File: config.mk
export PLATFORM = sky130hd
export DESIGN_NAME = cpu_condition_flags
export DESIGN_NICKNAME = d
export VERILOG_FILES = /design/src/pkg/cpu_condition_flags_pkg.sv /design/src/pkg/bcd_if.sv /design/src/rtl/bcd_adjust.sv /design/src/rtl/cpu_condition_flags.sv /design/src/rtl/jump_condition.sv
export VERILOG_INCLUDE_DIRS = /design/src /design/src/pkg
export SDC_FILE = /design/constraint.sdc
export NUM_CORES = 1
export LEC_CHECK = 0
export BUFFER_PORTS_ARGS = -buffer_cell sky130_fd_sc_hd__buf_2
export CORE_MARGIN = 3
export CORE_UTILIZATION = 35
export DETAILED_ROUTE_END_ITERATION = 12
export PLACE_DENSITY = 0.67
export SYNTH_ARGS = -nofsm -noshare
export SYNTH_HDL_FRONTEND = slang
export SYNTH_SLANG_ARGS = --single-unit
File: constraint.sdc
create_clock -name clk_in -period 3.93 [get_ports clk_in]
set_input_delay 0.786 -clock clk_in [delete_from_list [all_inputs] [get_ports clk_in]]
set_output_delay 0.786 -clock clk_in [all_outputs]
set_load 0.03 [all_outputs]
File: src/pkg/cpu_condition_flags_params.svh
// constants for the condition flag block
// assumes inclusion by bare name from rtl files
`ifndef CPU_CONDITION_FLAGS_PARAMS_SVH
`define CPU_CONDITION_FLAGS_PARAMS_SVH
`define FLAGS_ADDR      8'hD5
`define FLAG_CARRY      7
`define FLAG_ZERO       6
`define FLAG_SIGN       5
`define FLAG_OVF        4
`define FLAG_DEC        3
`define FLAG_HALF       2
`define FLAG_FAST       1
`define FLAG_BANK       0
`define FLAGS_RESET     8'h00
`define BYTE_ZERO       8'h00
`define BCD_LOW_FIX     8'h06
`define BCD_HIGH_FIX    8'h60
`define BCD_BOTH_FIX    8'h66
`define NIB_LIMIT       4'h9
`define BYTE_LIMIT      8'h99
`define BYTE_MSB        7
`define NIB_MSB         3
`endif

File: src/pkg/cpu_condition_flags_pkg.sv
// types for the condition flag block
// assumes nothing of its surroundings
package cpu_condition_flags_pkg;
  typedef enum logic [3:0] {
    op_none   = 4'h0,
    op_arith  = 4'h1,
    op_logic  = 4'h2,
    op_shift  = 4'h3,
    op_bit    = 4'h4,
    op_set_c  = 4'h5,
    op_clr_c  = 4'h6,
    op_cpl_c  = 4'h7,
    op_dadj   = 4'h8,
    op_bank0  = 4'h9,
    op_bank1  = 4'hA,
    op_fast   = 4'hB,
    op_interrupt_return_op   = 4'hC
  } flag_op_t;

  typedef enum logic [1:0] {
    svc_idle  = 2'b00,
    svc_fast  = 2'b01
  } svc_state_t;

  typedef struct packed {
    logic [7:0] flags;
    logic [7:0] shadow;
    svc_state_t svc;
  } flag_state_t;
endpackage

File: src/pkg/bcd_if.sv
// carries operands and results between the flag block and its bcd helper
// assumes one clock domain; purely combinational traffic
`timescale 1ns/10ps
interface bcd_if;
  logic [7:0] value;
  logic       carry;
  logic       half;
  logic       was_sub;
  logic [7:0] fixed;
  logic       carry_out;
  modport owner  (output value, carry, half, was_sub,
                  input fixed, carry_out);
  modport helper (input value, carry, half, was_sub,
                  output fixed, carry_out);
endinterface

File: src/rtl/bcd_adjust.sv
// decimal adjust correction of a prior binary add or subtract
// assumes the owner supplies the carry, half carry and add/sub record
`timescale 1ns/10ps
`include "cpu_condition_flags_params.svh"
module bcd_adjust (
  // link to flag block
  bcd_if.helper b
);
  logic lo_fix;
  logic hi_fix;
  logic [7:0] corr;

  // pick correction from carry, half carry and operation kind
  always_comb begin
    lo_fix = b.half || (!b.was_sub && (b.value[3:0] > `NIB_LIMIT));
    hi_fix = b.carry || (!b.was_sub && (b.value > `BYTE_LIMIT));
    corr   = `BYTE_ZERO;
    if (lo_fix && hi_fix) begin
      corr = `BCD_BOTH_FIX;
    end else if (lo_fix) begin
      corr = `BCD_LOW_FIX;
    end else if (hi_fix) begin
      corr = `BCD_HIGH_FIX;
    end
    b.fixed     = b.was_sub ? b.value - corr : b.value + corr; // RULE11
    b.carry_out = hi_fix;
  end
endmodule // bcd_adjust

File: src/rtl/cpu_condition_flags.sv
// condition flag register of an 8-bit cpu with jump evaluation
// assumes decoder drives op_in for one cycle per executed instruction
// Functional notes
// RULE1 - carry set on msb carry or borrow
// RULE2 - shifts load carry with last bit out
// RULE3 - set, clear, invert carry alone
// RULE4 - zero flag from arithmetic/logic result
// RULE5 - zero flag for bit tests and shifts
// RULE6 - sign flag copies result msb
// RULE7 - overflow flag on signed range exit
// RULE8 - logic operations clear overflow
// RULE9 - decimal flag records add or subtract
// RULE10 - half carry from bit 3/4
// RULE11 - decimal adjust uses h, c, d
// RULE12 - fast flag set on entry, cleared on return
// RULE13 - fast flag blocks interrupts, selects fast return
// RULE14 - bank flag follows bank select ops
// RULE15 - jumps test only upper four flags
// RULE16 - colliding flag writes give undefined value; here the flag op wins over the register write
// RULE17 - non-flag instructions may write flags
// RULE18 - bits numbered seven down to zero
// RULE19 - shadow saved on fast entry, restored
// RULE20 - flags update with result writeback
`timescale 1ns/10ps
`include "cpu_condition_flags_params.svh"
module cpu_condition_flags (
  // clock and reset
  input  wire logic                              clk_in,
  input  wire logic                              resetn_in,
  // decoder side
  input  wire cpu_condition_flags_pkg::flag_op_t op_in,
  input  wire logic                              sub_in,
  input  wire logic [7:0]                        result_in,
  input  wire logic                              carry_in,
  input  wire logic                              half_in,
  input  wire logic                              ovf_in,
  input  wire logic                              shift_out_in,
  input  wire logic                              bit_in,
  // register file access
  input  wire logic [7:0]                        reg_addr_in,
  input  wire logic                              reg_wr_in,
  input  wire logic [7:0]                        reg_wdata_in,
  output logic [7:0]                             reg_rdata_out,
  // decimal adjust result
  output logic [7:0]                             dadj_result_out,
  // jump evaluation
  input  wire logic [3:0]                        cond_in,
  output logic                                   jump_take_out,
  // interrupt control, bank select and flag register outputs
  output logic                                   irq_block_out,
  output logic                                   fast_return_out,
  output logic                                   bank_sel_out,
  output logic [7:0]                             flags_out
);
  cpu_condition_flags_pkg::flag_state_t st_r;
  cpu_condition_flags_pkg::flag_state_t st_nxt;
  bcd_if bcd ();
  logic sw_hit;

  // zero test used by several ops
  function automatic logic is_zero(input logic [7:0] v);
    is_zero = (v == `BYTE_ZERO);
  endfunction

  // decimal adjust helper
  bcd_adjust u_bcd (
    .b (bcd.helper)
  );

  // feed helper with last binary result and bcd flags
  assign bcd.value   = result_in;
  assign bcd.carry   = st_r.flags[`FLAG_CARRY]; // RULE11
  assign bcd.half    = st_r.flags[`FLAG_HALF];
  assign bcd.was_sub = st_r.flags[`FLAG_DEC];

  // condition code evaluation
  jump_condition u_jmp (
    .flags_in (st_r.flags),
    .cond_in  (cond_in),
    .take_out (jump_take_out)
  );

  assign sw_hit = reg_wr_in && (reg_addr_in == `FLAGS_ADDR);

  // next state; all flags land in the writeback cycle
  always_comb begin
    st_nxt = st_r; // RULE20
    // plain writes from loads; fast bit stays read only
    if (sw_hit) begin
      st_nxt.flags[7:2] = reg_wdata_in[7:2]; // RULE17
      st_nxt.flags[`FLAG_BANK] = reg_wdata_in[`FLAG_BANK];
    end
    // a flag update on the same cycle overrides the register write for the bits it touches
    unique case (op_in) // RULE16
      cpu_condition_flags_pkg::op_none: begin
      end
      cpu_condition_flags_pkg::op_arith: begin
        st_nxt.flags[`FLAG_CARRY] = carry_in; // RULE1
        st_nxt.flags[`FLAG_ZERO]  = is_zero(result_in); // RULE4
        st_nxt.flags[`FLAG_SIGN]  = result_in[`BYTE_MSB]; // RULE6
        st_nxt.flags[`FLAG_OVF]   = ovf_in; // RULE7
        st_nxt.flags[`FLAG_DEC]   = sub_in; // RULE9
        st_nxt.flags[`FLAG_HALF]  = half_in; // RULE10
      end
      cpu_condition_flags_pkg::op_logic: begin
        st_nxt.flags[`FLAG_ZERO] = is_zero(result_in); // RULE4
        st_nxt.flags[`FLAG_SIGN] = result_in[`BYTE_MSB]; // RULE6
        st_nxt.flags[`FLAG_OVF]  = 1'b0; // RULE8
      end
      cpu_condition_flags_pkg::op_shift: begin
        st_nxt.flags[`FLAG_CARRY] = shift_out_in; // RULE2
        st_nxt.flags[`FLAG_ZERO]  = is_zero(result_in); // RULE5
        st_nxt.flags[`FLAG_SIGN]  = result_in[`BYTE_MSB]; // RULE6
        st_nxt.flags[`FLAG_OVF]   = ovf_in; // RULE7
      end
      cpu_condition_flags_pkg::op_bit: begin
        st_nxt.flags[`FLAG_ZERO] = !bit_in; // RULE5
      end
      cpu_condition_flags_pkg::op_set_c: begin
        st_nxt.flags[`FLAG_CARRY] = 1'b1; // RULE3
      end
      cpu_condition_flags_pkg::op_clr_c: begin
        st_nxt.flags[`FLAG_CARRY] = 1'b0; // RULE3
      end
      cpu_condition_flags_pkg::op_cpl_c: begin
        st_nxt.flags[`FLAG_CARRY] = !st_r.flags[`FLAG_CARRY]; // RULE3
      end
      cpu_condition_flags_pkg::op_dadj: begin
        st_nxt.flags[`FLAG_CARRY] = bcd.carry_out; // RULE11
        st_nxt.flags[`FLAG_ZERO]  = is_zero(bcd.fixed);
        st_nxt.flags[`FLAG_SIGN]  = bcd.fixed[`BYTE_MSB];
      end
      cpu_condition_flags_pkg::op_bank0: begin
        st_nxt.flags[`FLAG_BANK] = 1'b0; // RULE14
      end
      cpu_condition_flags_pkg::op_bank1: begin
        st_nxt.flags[`FLAG_BANK] = 1'b1; // RULE14
      end
      cpu_condition_flags_pkg::op_fast: begin
        if (st_r.svc == cpu_condition_flags_pkg::svc_idle) begin
          st_nxt.shadow = st_r.flags; // RULE19
          st_nxt.flags[`FLAG_FAST] = 1'b1; // RULE12
          st_nxt.svc = cpu_condition_flags_pkg::svc_fast;
        end
      end
      cpu_condition_flags_pkg::op_interrupt_return_op: begin
        if (st_r.svc == cpu_condition_flags_pkg::svc_fast) begin
          st_nxt.flags = st_r.shadow; // RULE19
          st_nxt.flags[`FLAG_FAST] = 1'b0; // RULE12
          st_nxt.svc = cpu_condition_flags_pkg::svc_idle;
        end
      end
      default: begin
      end
    endcase
  end

  // state register; reset clears bank and fast bits
  always_ff @(posedge clk_in or negedge resetn_in) begin
    if (!resetn_in) begin
      st_r <= '{flags: `FLAGS_RESET, shadow: `FLAGS_RESET,
                svc: cpu_condition_flags_pkg::svc_idle};
    end else begin
      st_r <= st_nxt;
    end
  end

  // outputs; bit 7 is msb throughout
  assign flags_out       = st_r.flags; // RULE18
  assign reg_rdata_out   = st_r.flags;
  assign dadj_result_out = bcd.fixed;
  assign bank_sel_out    = st_r.flags[`FLAG_BANK];
  assign irq_block_out   = st_r.flags[`FLAG_FAST]; // RULE13
  assign fast_return_out = st_r.flags[`FLAG_FAST] &&
                           (op_in == cpu_condition_flags_pkg::op_interrupt_return_op);
endmodule // cpu_condition_flags

File: src/rtl/jump_condition.sv
// evaluates a four bit condition code from the upper flags only
// assumes flags come from the flag register
`timescale 1ns/10ps
`include "cpu_condition_flags_params.svh"
module jump_condition (
  // flags and code
  input  wire logic [7:0] flags_in,
  input  wire logic [3:0] cond_in,
  // verdict
  output logic            take_out
);
  logic c;
  logic z;
  logic s;
  logic v;
  logic t;

  // only bits 7..4 take part; bcd bits are never tested
  always_comb begin
    c = flags_in[`FLAG_CARRY]; // RULE15
    z = flags_in[`FLAG_ZERO];
    s = flags_in[`FLAG_SIGN];
    v = flags_in[`FLAG_OVF];
    unique case (cond_in[2:0])
      3'h0: t = 1'b0;
      3'h1: t = s ^ v;
      3'h2: t = z | (s ^ v);
      3'h3: t = c | z;
      3'h4: t = v;
      3'h5: t = s;
      3'h6: t = z;
      3'h7: t = c;
    endcase
    take_out = t ^ cond_in[3];
  end
endmodule // jump_condition
* Yosys cells after proc, flatten, opt, wreduce, memory -nomap -nowiden *
Cells that the tools add are included.

cells by class
  add/subtract/negate cells = 2
  magnitude comparators = 2
  eq/ne operators = 23
  mux-type cells = 19
  bitwise gates (word level) = 4
  reduce and logical (&&, ||, !) cells = 19

operators with widths
  operator              count
  $mux W8               4
  $eq A4 B4 Y1 const B  5
  $eq A4 B3 Y1 const B  4
  $logic_not A8 Y1      2
  $eq A3 B3 Y1 const B  4
  $pmux W1 S3           3
  $add A8 B8 Y8         1
  $eq A4 B2 Y1 const B  2
  $eq A8 B8 Y1 const B  1
  $gt A8 B8 Y1 const B  1
  $pmux W1 S8           1
  $pmux W2 S2           2
  $sub A8 B8 Y8         1
  $mux W7               1
  $pmux W1 S7           1
  $eq A3 B2 Y1 const B  2
  $mux W6               1
  $logic_and A1 B1 Y1   5
  $eq A4 B1 Y1 const B  1
  $gt A4 B4 Y1 const B  1
  $mux W2               2
  $ne A2 B2 Y1 const B  2
  $pmux W1 S4           1
  $eq A3 B1 Y1 const B  1
  14 further kinds      20

storage, ports and cells
  register bits = 18
  bits of input ports = 41
  output and inout port bits = 28
  logic and storage cells = 73

* Logic depth before layout (Yosys ltp) *
Gate-level depths: netlist (run 1).

  depth in word-level cells = 10
  depth in mapped cells = 13
  depth with buffers taken out = 13

* Hierarchy *
Synthesis (run 1) repeated with hierarchy kept, for this count alone.

second synthesis, totals
  cell total of the unflattened synthesis = 186
  area total of the unflattened synthesis = 1640.3 sq um

by module, submodules not included
  module               times used  cells each  area each (sq um)
  cpu_condition_flags  1           117         1149.9
  bcd_adjust           1           59          415.4
  jump_condition       1           10          75.1

* Worst setup path after synthesis (run 1) *
OpenSTA, ideal clock, no wires.

  path type = input to output
  from = input result_in[1]
  to = output dadj_result_out[7]
  arrival time = 3096 ps
  setup slack = 48 ps
  stages on the path = 11
  buffers on the path = 0
  cells stage by stage = o21ai_0 -> o21ai_0 -> a31oi_1 -> inv_1 -> ha_1 -> or3_1 -> o21ai_0 -> ha_1 -> a21o_1 -> a31oi_1 -> xnor2_1

between the ends
  cells in the longest elaborated chain, start to end = 8
  elaborated cells on any way between the ends = 13
  classes of those cells = add/sub: 2; order compare: 2; mux: 4; reduce/logical: 5

RTL lines
  element                                                RTL line                   text
  start, declared                                        cpu_condition_flags.sv:33  input wire logic [7:0] result_in,
  $gt A8 B8 Y1 (no line)                                 -
  $logic_and A1 B1 Y1                                    bcd_adjust.sv:16           hi_fix = b.carry || (!b.was_sub && (b.value > `BYTE_LIMIT));
  $logic_or A1 B1 Y1                                     bcd_adjust.sv:16
  $mux W7                                                bcd_adjust.sv:22           end else if (hi_fix) begin
  $mux W8                                                bcd_adjust.sv:20           end else if (lo_fix) begin
  $mux W8                                                bcd_adjust.sv:18           if (lo_fix && hi_fix) begin
  $add A8 B8 Y8 / $sub A8 B8 Y8 (equally long branches)  bcd_adjust.sv:25           b.fixed = b.was_sub ? b.value - corr : b.value + corr;
  $mux W8 (*)                                            bcd_adjust.sv:25
  end, declared                                          cpu_condition_flags.sv:45  output logic [7:0] dadj_result_out,

Every way passes the cells marked *; elsewhere a longest branch is shown, timed or not.

* Final worst setup path (run 1) *
Ends and elaborated chain as after synthesis.

==> results of run 1 <==
[Yosys cell counts, drive strengths merged, types with 3 or more instances]
cell	count	share of area
a31oi	4	0.016
nor2b	3	0.012
nor2	11	0.032
nand3b	3	0.017
o21ai	11	0.036
mux2	8	0.059
buf	18	0.090
nor3	4	0.016
ha	11	0.089
nand2	7	0.017
a21oi	9	0.029
nor4	4	0.030
inv	12	0.029
mux2i	7	0.046
dfrtp	15	0.24
xnor2	5	0.028
[logic make-up after synthesis]
logic type,after synthesis,synth area share
AO/OA/AOI/OAI,48,0.2130
buffers and inverters,32,0.1244
AND/OR/NAND/NOR,45,0.1854
multiplexers,15,0.1041
flip-flops,15,0.2439
XOR/XNOR,7,0.03984
adder cells (fa/ha/maj),11,0.08943
[flip-flops by register name (all words and copies together), names as in the netlist]
register,cells
flags_out,8
st_r,7
[layer usage]
layer | vias to the layer above | part of all wire | global-route usage | routed length (um)
met5 | - | 0 | 0 | 0
met4 | 0 | 0.013 | 0.05637 | 51
met3 | 4 | 0.068 | 0.008310 | 261
met2 | 55 | 0.44 | 0.2336 | 1700
met1 | 674 | 0.47 | 0.2092 | 1815
li1 | 763 | - | - | -
[critical path, delay by kind of cell]
family                   cells  cell delay [ns]
buffers and inverters        3             0.40
AND/OR/NAND/NOR              1             0.37
adder cells (fa/ha/maj)      2             0.44
XOR/XNOR                     1             0.17
AO/OA/AOI/OAI                6             0.85
[repair_timing]
action / in CTS / in global routing
pin swaps: 0 / 6
setup buffers: 0 / 1
setup endpoints to repair: 2 / 2
gates resized for setup: 3 / 13
[where the power goes]
group	leakage, uW	switching, uW	internal [uW]
logic	0.000749	342	243
clock network	0.0000228	49.8	71.7
registers	0.000194	31.4	181
total	0.000966	424	496
[cell type report]
cell class | instances | area share
Inverter | 12 | 0.02246
Multi-Input combinational cell | 126 | 0.5090
Sequential cell | 15 | 0.1871
Timing Repair Buffer | 82 | 0.2277
Clock buffer | 4 | 0.02246
Tap cell | 50 | 0.03119
[stage by stage]
step / area, um^2 / setup WS [ns]
after global routing: 2006 / -0.0006375
after detailed placement: 1896 / -0.08752
after floorplan: 1539 / 0.04815
after CTS: 1947 / 0.007023
final: 2006 / 0.1401
after global placement: 1896 / -0.07338
[path summary, 6_finish.rpt]
kind / slack (ns) / end / start / cells after the start
setup / recovery: 0.14 / dadj_result_out[7] / result_in[1] / 13
hold / removal: 0.42 / flags_out[1] / resetn_in / 1
setup reg to reg: 0.91 / flags_out[6] / flags_out[3] / 10
hold reg to reg: 0.49 / flags_out[4] / st_r[6] / 2
max in group asynchronous: 3.26 / st_r[7] / resetn_in / 1
min in group clk_in: 0.49 / flags_out[4] / st_r[6] / 2
==> reports/metrics.json, run 1 <==
{
  "detailed_routing": {
    "route.vias.total": 1496,
    "ant_nets": 0,
    "drt-initial-drc-count": 53,
    "remaining_drc_errors": 0,
    "wl_per_cell_um": 13.25,
    "routed_via_density": 5.176,
    "postRouteWirelength_um": 3830,
    "drt-pass1-iter-count": 4
  },
  "floorplan": {
    "core_area_mm2": 0.004115,
    "core.rowCount": 23,
    "fp.dieArea_mm2": 0.005229,
    "initial_utilization": 0.3740,
    "boundaryPins": 69,
    "die-height_um": 72.31,
    "die_w_um": 72.31
  },
  "sta": {
    "setup_viol_count_final": 0,
    "period_utilization": 0.9644,
    "relSlewSlack": 0.5528,
    "timing_max_transition_violations_final": 0,
    "max_freq_mhz": 263.9,
    "skew_ns": 0.002721,
    "hold-worst-slack_ns": 0.4240,
    "worstMarginPinSlew_ns": 0.6647,
    "final_period_minus_worst_setup_slack_ns": 3.790,
    "finalHoldViolations": 0,
    "fin_tns_setup_ns": 0
  },
  "synthesis": {
    "synthFlopType": "dfrtp_1",
    "synth.cell_area_mm2": 0.001539,
    "synth_nets": 225,
    "synth_warnings": 0,
    "fraction_of_synthesis_flops_using_an_asynchronous_set_or_reset_pin": 1.000,
    "synth-seq-cells": 15,
    "avgSynthCellArea_um2": 8.896,
    "synthCells": 173,
    "synth-edff-count": 0,
    "netlist-cell-type-count": 52,
    "yosysSeqAreaShare": 0.2439
  },
  "finish": {
    "mostFrequentLayoutCell": "buf_2",
    "final_cell_count_no_fill": 289,
    "num-fill-cells": 416,
    "finalNetCount": 292,
    "final_util": 0.4874,
    "post_route_cells_drive_above_1_share": 0.4519,
    "n_antenna_cell": 0,
    "areaGrowthSynthToFinish_pct": 30.32,
    "regArea_um2": 375.4,
    "mostFrequentLayoutCells": "buf_2 (65), buf_4 (16), dfrtp_1 (15)",
    "multi_input_area_mm2": 0.001021
  },
  "worst_setup_path": {
    "type_of_element_launching_the_critical_path": "input port",
    "timing.critical_path.required_ns": 3.14,
    "cp_data_arrival_time_ns": 3.00,
    "crit_fanout": 4,
    "slowest_delay_ns": 0.37,
    "critical-path-slowest-cell": "or3_4",
    "critical_path.most_common_cell": "o21ai_2",
    "path_cells": "buf_2 -> o21ai_2 -> o21ai_0 -> a31oi_1 -> inv_1 -> ha_1 -> or3_4 -> o21ai_2 -> ha_4 -> a21o_1 -> a31oi_2 -> xnor2_1 -> buf_4",
    "path_class": "in2out",
    "crit_path_end_kind": "primary output"
  },
  "place": {
    "place_inst": 284,
    "placement.io_buffers": 67,
    "post-dp-hpwl_um": 3138,
    "globalplace.congestion": 0.7820
  },
  "power": {
    "overall_power_consumption_uw": 919.4,
    "powerDensity_mw_per_mm2": 458.4,
    "p_leak_uw": 0.0009655,
    "worst_ir_drop_vdd_v": 0.0003483
  },
  "global_routing": {
    "grt_start_max_net_pins": 16,
    "grt_pass1_wl_um": 6175,
    "gr-total-overflow": 0,
    "gr-usage-all-layers": 0.1471,
    "vias_in_the_first_global_route": 1355,
    "antenna_found_initial": 0
  },
  "cts": {
    "ctsLongestPathBuffers": 2,
    "cts_tree": "yes",
    "h-tree-depth": 1,
    "clock-sinks": 15,
    "cts_root_buf": "clkbuf_8",
    "cts_inserted_buffers": 3,
    "clkLatencyLatePin_ns": 0.25,
    "clkTransAtPathRegs_ns": 0.06,
    "number_of_buffers_added_to_fix_hold_violations_after_cts": 0
  },
  "run": {
    "max_cap_violations": 0
  },
  "status": {
    "outcome": "finished, final reports clean"
  },
  "min_path": {
    "path_class_of_the_lowest_slack_min_delay_path": "in2async"
  }
}
Note: power is estimated with default switching activity, not from simulation.
==> run 2, diff against run 1 <==
Settings changed: CTS_BUF_LIST set to sky130_fd_sc_hd__clkbuf_16, PLACE_DENSITY 0.67 to not set, PLACE_DENSITY_LB_ADDON set to 0.1, SETUP_SLACK_MARGIN set to 0.5.
==> run 2 against run 1 <==
Net effect: clock-buffer cell count decreased by 1; final area up 9.1%; largest power group unchanged; critical path depth down 1; first-iteration DRC count is 7.5% lower; critical endpoint is now dadj_result_out[6]; die area did not move; via count up 2.7%; setup slack gained 0.051 ns; combinational power grew 26%; global-route usage grew 2.0 points; largest cell class unchanged; clock power increased by 63%; utilization increased by 4.4 points; sequential power hardly changed.
==> reports/metrics.json, run 2 (same netlist as run 1, synthesis figures left out) <==
{
  "place": {
    "post-dp-hpwl": {"value": 3476, "unit": "um", "change": "+11%"},
    "pre_cts_ws": {"value": 0.004000, "unit": "ns", "change": "+0.09152 ns"},
    "globalplace.congestion": {"value": 0.8660, "change": "+11%"},
    "placement.io_buffers": {"value": 67, "change": "unchanged"}
  },
  "sta": {
    "rsz0062_at_grt": "yes",
    "final_period_minus_worst_setup_slack": {"value": 3.739, "unit": "ns", "change": "-0.05123 ns"},
    "setup_ws": {"value": 0.1913, "unit": "ns", "change": "+0.05123 ns"},
    "max_freq": {"value": 267.5, "unit": "MHz", "change": "+1.4%"},
    "finalHoldViolations": {"value": 0, "change": "unchanged"},
    "skew": {"value": 0.002376, "unit": "ns", "change": "-0.0003449 ns"},
    "setup_viol_count_final": {"value": 0, "change": "unchanged"},
    "timing_max_transition_violations_final": {"value": 0, "change": "unchanged"},
    "worstMarginPinSlew": {"value": 0.7343, "unit": "ns", "change": "+0.06960 ns"},
    "fin_tns_setup": {"value": 0, "unit": "ns", "change": "unchanged"},
    "relSlewSlack": {"value": 0.5068, "change": "-0.04599"},
    "period_utilization": {"value": 0.9513, "change": "-0.01304"}
  },
  "cts": {
    "cts_root_buf": "clkbuf_16",
    "clkLatencyLatePin": {"value": 0.24, "unit": "ns", "change": "about the same"},
    "number_of_buffers_added_to_fix_hold_violations_after_cts": {"value": 0, "change": "unchanged"},
    "h-tree-depth": {"value": 1, "change": "unchanged"},
    "cts_inserted_buffers": {"value": 3, "change": "unchanged"},
    "ctsLongestPathBuffers": {"value": 2, "change": "unchanged"},
    "clock-sinks": {"value": 15, "change": "unchanged"},
    "cts_tree": "yes",
    "clkTransAtPathRegs": {"value": 0.05, "unit": "ns", "change": "about the same"}
  },
  "global_routing": {
    "grt_start_max_net_pins": {"value": 16, "change": "unchanged"},
    "vias_in_the_first_global_route": {"value": 1548, "change": "+14%"},
    "gr-usage-all-layers": {"value": 0.1670, "change": "+0.01985"},
    "gr-total-overflow": {"value": 0, "change": "unchanged"},
    "grt_pass1_wl": {"value": 7113, "unit": "um", "change": "+15%"},
    "antenna_found_initial": {"value": 0, "change": "unchanged"}
  },
  "worst_setup_path": {
    "worst_r2r_startpoint": "flags_out[3]",
    "type_of_element_launching_the_critical_path": "input port",
    "cp-startpoint": "result_in[1]",
    "crit_fanout": {"value": 4, "change": "unchanged"},
    "cp_data_arrival_time": {"value": 2.95, "unit": "ns", "change": "-0.05 ns"},
    "crit_path_end_kind": "primary output",
    "path_class": "in2out",
    "timing.critical_path.required": {"value": 3.14, "unit": "ns", "change": "about the same"}
  },
  "power": {
    "powerDensity": {"value": 526.2, "unit": "mW/mm^2", "change": "+15%"},
    "p_leak": {"value": 0.001019, "unit": "uW", "change": "+5.5%"},
    "worst_ir_drop_vdd": {"value": 0.0001867, "unit": "V", "change": "-46%"}
  },
  "finish": {
    "n_antenna_cell": {"value": 0, "change": "unchanged"},
    "mostFrequentLayoutCells": "buf_2 (61), buf_4 (17), dfrtp_1 (15)",
    "post_route_cells_drive_above_1_share": {"value": 0.4979, "change": "+0.04604"},
    "num-fill-cells": {"value": 386, "change": "-7.2%"},
    "mostFrequentLayoutCell": "buf_2",
    "regArea": {"value": 375.4, "unit": "um^2", "change": "unchanged"},
    "areaGrowthSynthToFinish_pct": 42.20,
    "largest_reg_flops": {"value": 8, "change": "unchanged"},
    "multi_input_area": {"value": 0.001117, "unit": "mm^2", "change": "+9.4%"},
    "finalNetCount": {"value": 294, "change": "+0.68%"}
  },
  "detailed_routing": {
    "drt-initial-drc-count": {"value": 49, "change": "-7.5%"},
    "routed_via_density": {"value": 5.278, "change": "+2.0%"},
    "wl_per_cell": {"value": 15.08, "unit": "um", "change": "+14%"},
    "remaining_drc_errors": {"value": 0, "change": "unchanged"},
    "route.vias.total": {"value": 1536, "change": "+2.7%"},
    "drt-pass1-iter-count": {"value": 4, "change": "unchanged"},
    "postRouteWirelength": {"value": 4387, "unit": "um", "change": "+15%"},
    "ant_nets": {"value": 0, "change": "unchanged"}
  },
  "status": {
    "outcome": "finished, final reports clean"
  },
  "min_path": {
    "path_class_of_the_lowest_slack_min_delay_path": "in2async"
  },
  "floorplan": {
    "core_area": {"value": 0.004115, "unit": "mm^2", "change": "unchanged"},
    "fp.dieArea": {"value": 0.005229, "unit": "mm^2", "change": "unchanged"},
    "die_w": {"value": 72.31, "unit": "um", "change": "unchanged"},
    "boundaryPins": {"value": 69, "change": "unchanged"},
    "initial_utilization": {"value": 0.3740, "change": "unchanged"},
    "core.rowCount": {"value": 23, "change": "unchanged"},
    "die-height": {"value": 72.31, "unit": "um", "change": "unchanged"}
  },
  "run": {
    "max_cap_violations": {"value": 0, "change": "unchanged"}
  }
}
## run 2: cell count changes in the layout (fill, tap and decap cells not counted), sizes merged
cell	previous run	this run
clkinv	0	1
buf	82	84
clkbuf	4	3
## run 2: metal layers
layer,global-route usage,part of all wire,routed length [um],vias to the layer above
li1,-,-,-,757
met3,0.02078,0.075,327,0
met4,0.01253,0,0,0
met1,0.2331,0.46,2004,721
met2,0.2872,0.47,2055,58
met5,0,0,0,-
## run 2: report_power, final
| group | switching (uW) | internal [uW] | leakage (uW) |
|---|---|---|---|
| logic | 397 | 341 | 0.000784 |
| registers | 33.7 | 181 | 0.000194 |
| clock network | 63.0 | 136 | 0.0000409 |
## run 2: area by class of cell
type / count / share of cell area
Multi-Input combinational cell: 126 / 0.5106
Timing Repair Buffer: 84 / 0.2321
Sequential cell: 15 / 0.1715
Clock buffer: 3 / 0.03431
Tap cell: 50 / 0.02859
Inverter: 12 / 0.02058
Clock inverter: 1 / 0.002287
## run 2: path summary, 6_finish.rpt
path	end	slack [ns]	cells after the start
min in group clk_in	flags_out[7]	0.49	1
min reg2reg	flags_out[7]	0.49	1
max in group asynchronous	flags_out[4]	3.23	1
min	flags_out[0]	0.45	1
max	dadj_result_out[6]	0.19	12
max reg2reg	flags_out[6]	0.65	12
## run 2: per-stage QoR
step / power, uW / area, um^2 / std cells / utilization / hold slack (ns)
floorplan: 667.9 / 1624 / 173 / - / 0.4547
global placement: 822.6 / 1958 / 281 / 0.4758 / 0.4697
detailed placement: 837.3 / 1958 / 281 / 0.4758 / 0.4789
CTS: 1117 / 2132 / 290 / 0.5181 / 0.4566
global route: 1218 / 2188 / 291 / 0.5318 / 0.4656
finish: 1151 / 2188 / 291 / 0.5318 / 0.4459
## run 2: worst max-delay path: stages
cell       delay [ns]
buf_8            0.10
o21ai_4          0.16
o21ai_2          0.07
a31oi_2          0.19
inv_1            0.09
ha_2             0.18
or3_4            0.38
o21ai_4          0.08
ha_4             0.17
or4b_4           0.47
o2111ai_4        0.12
buf_6            0.16
## run 2: timing repair
action,CTS,global route
setup buffers,5,1
setup endpoints to repair,4,5
pin swaps,10,10
cloned,0,0
resized for setup,17,10
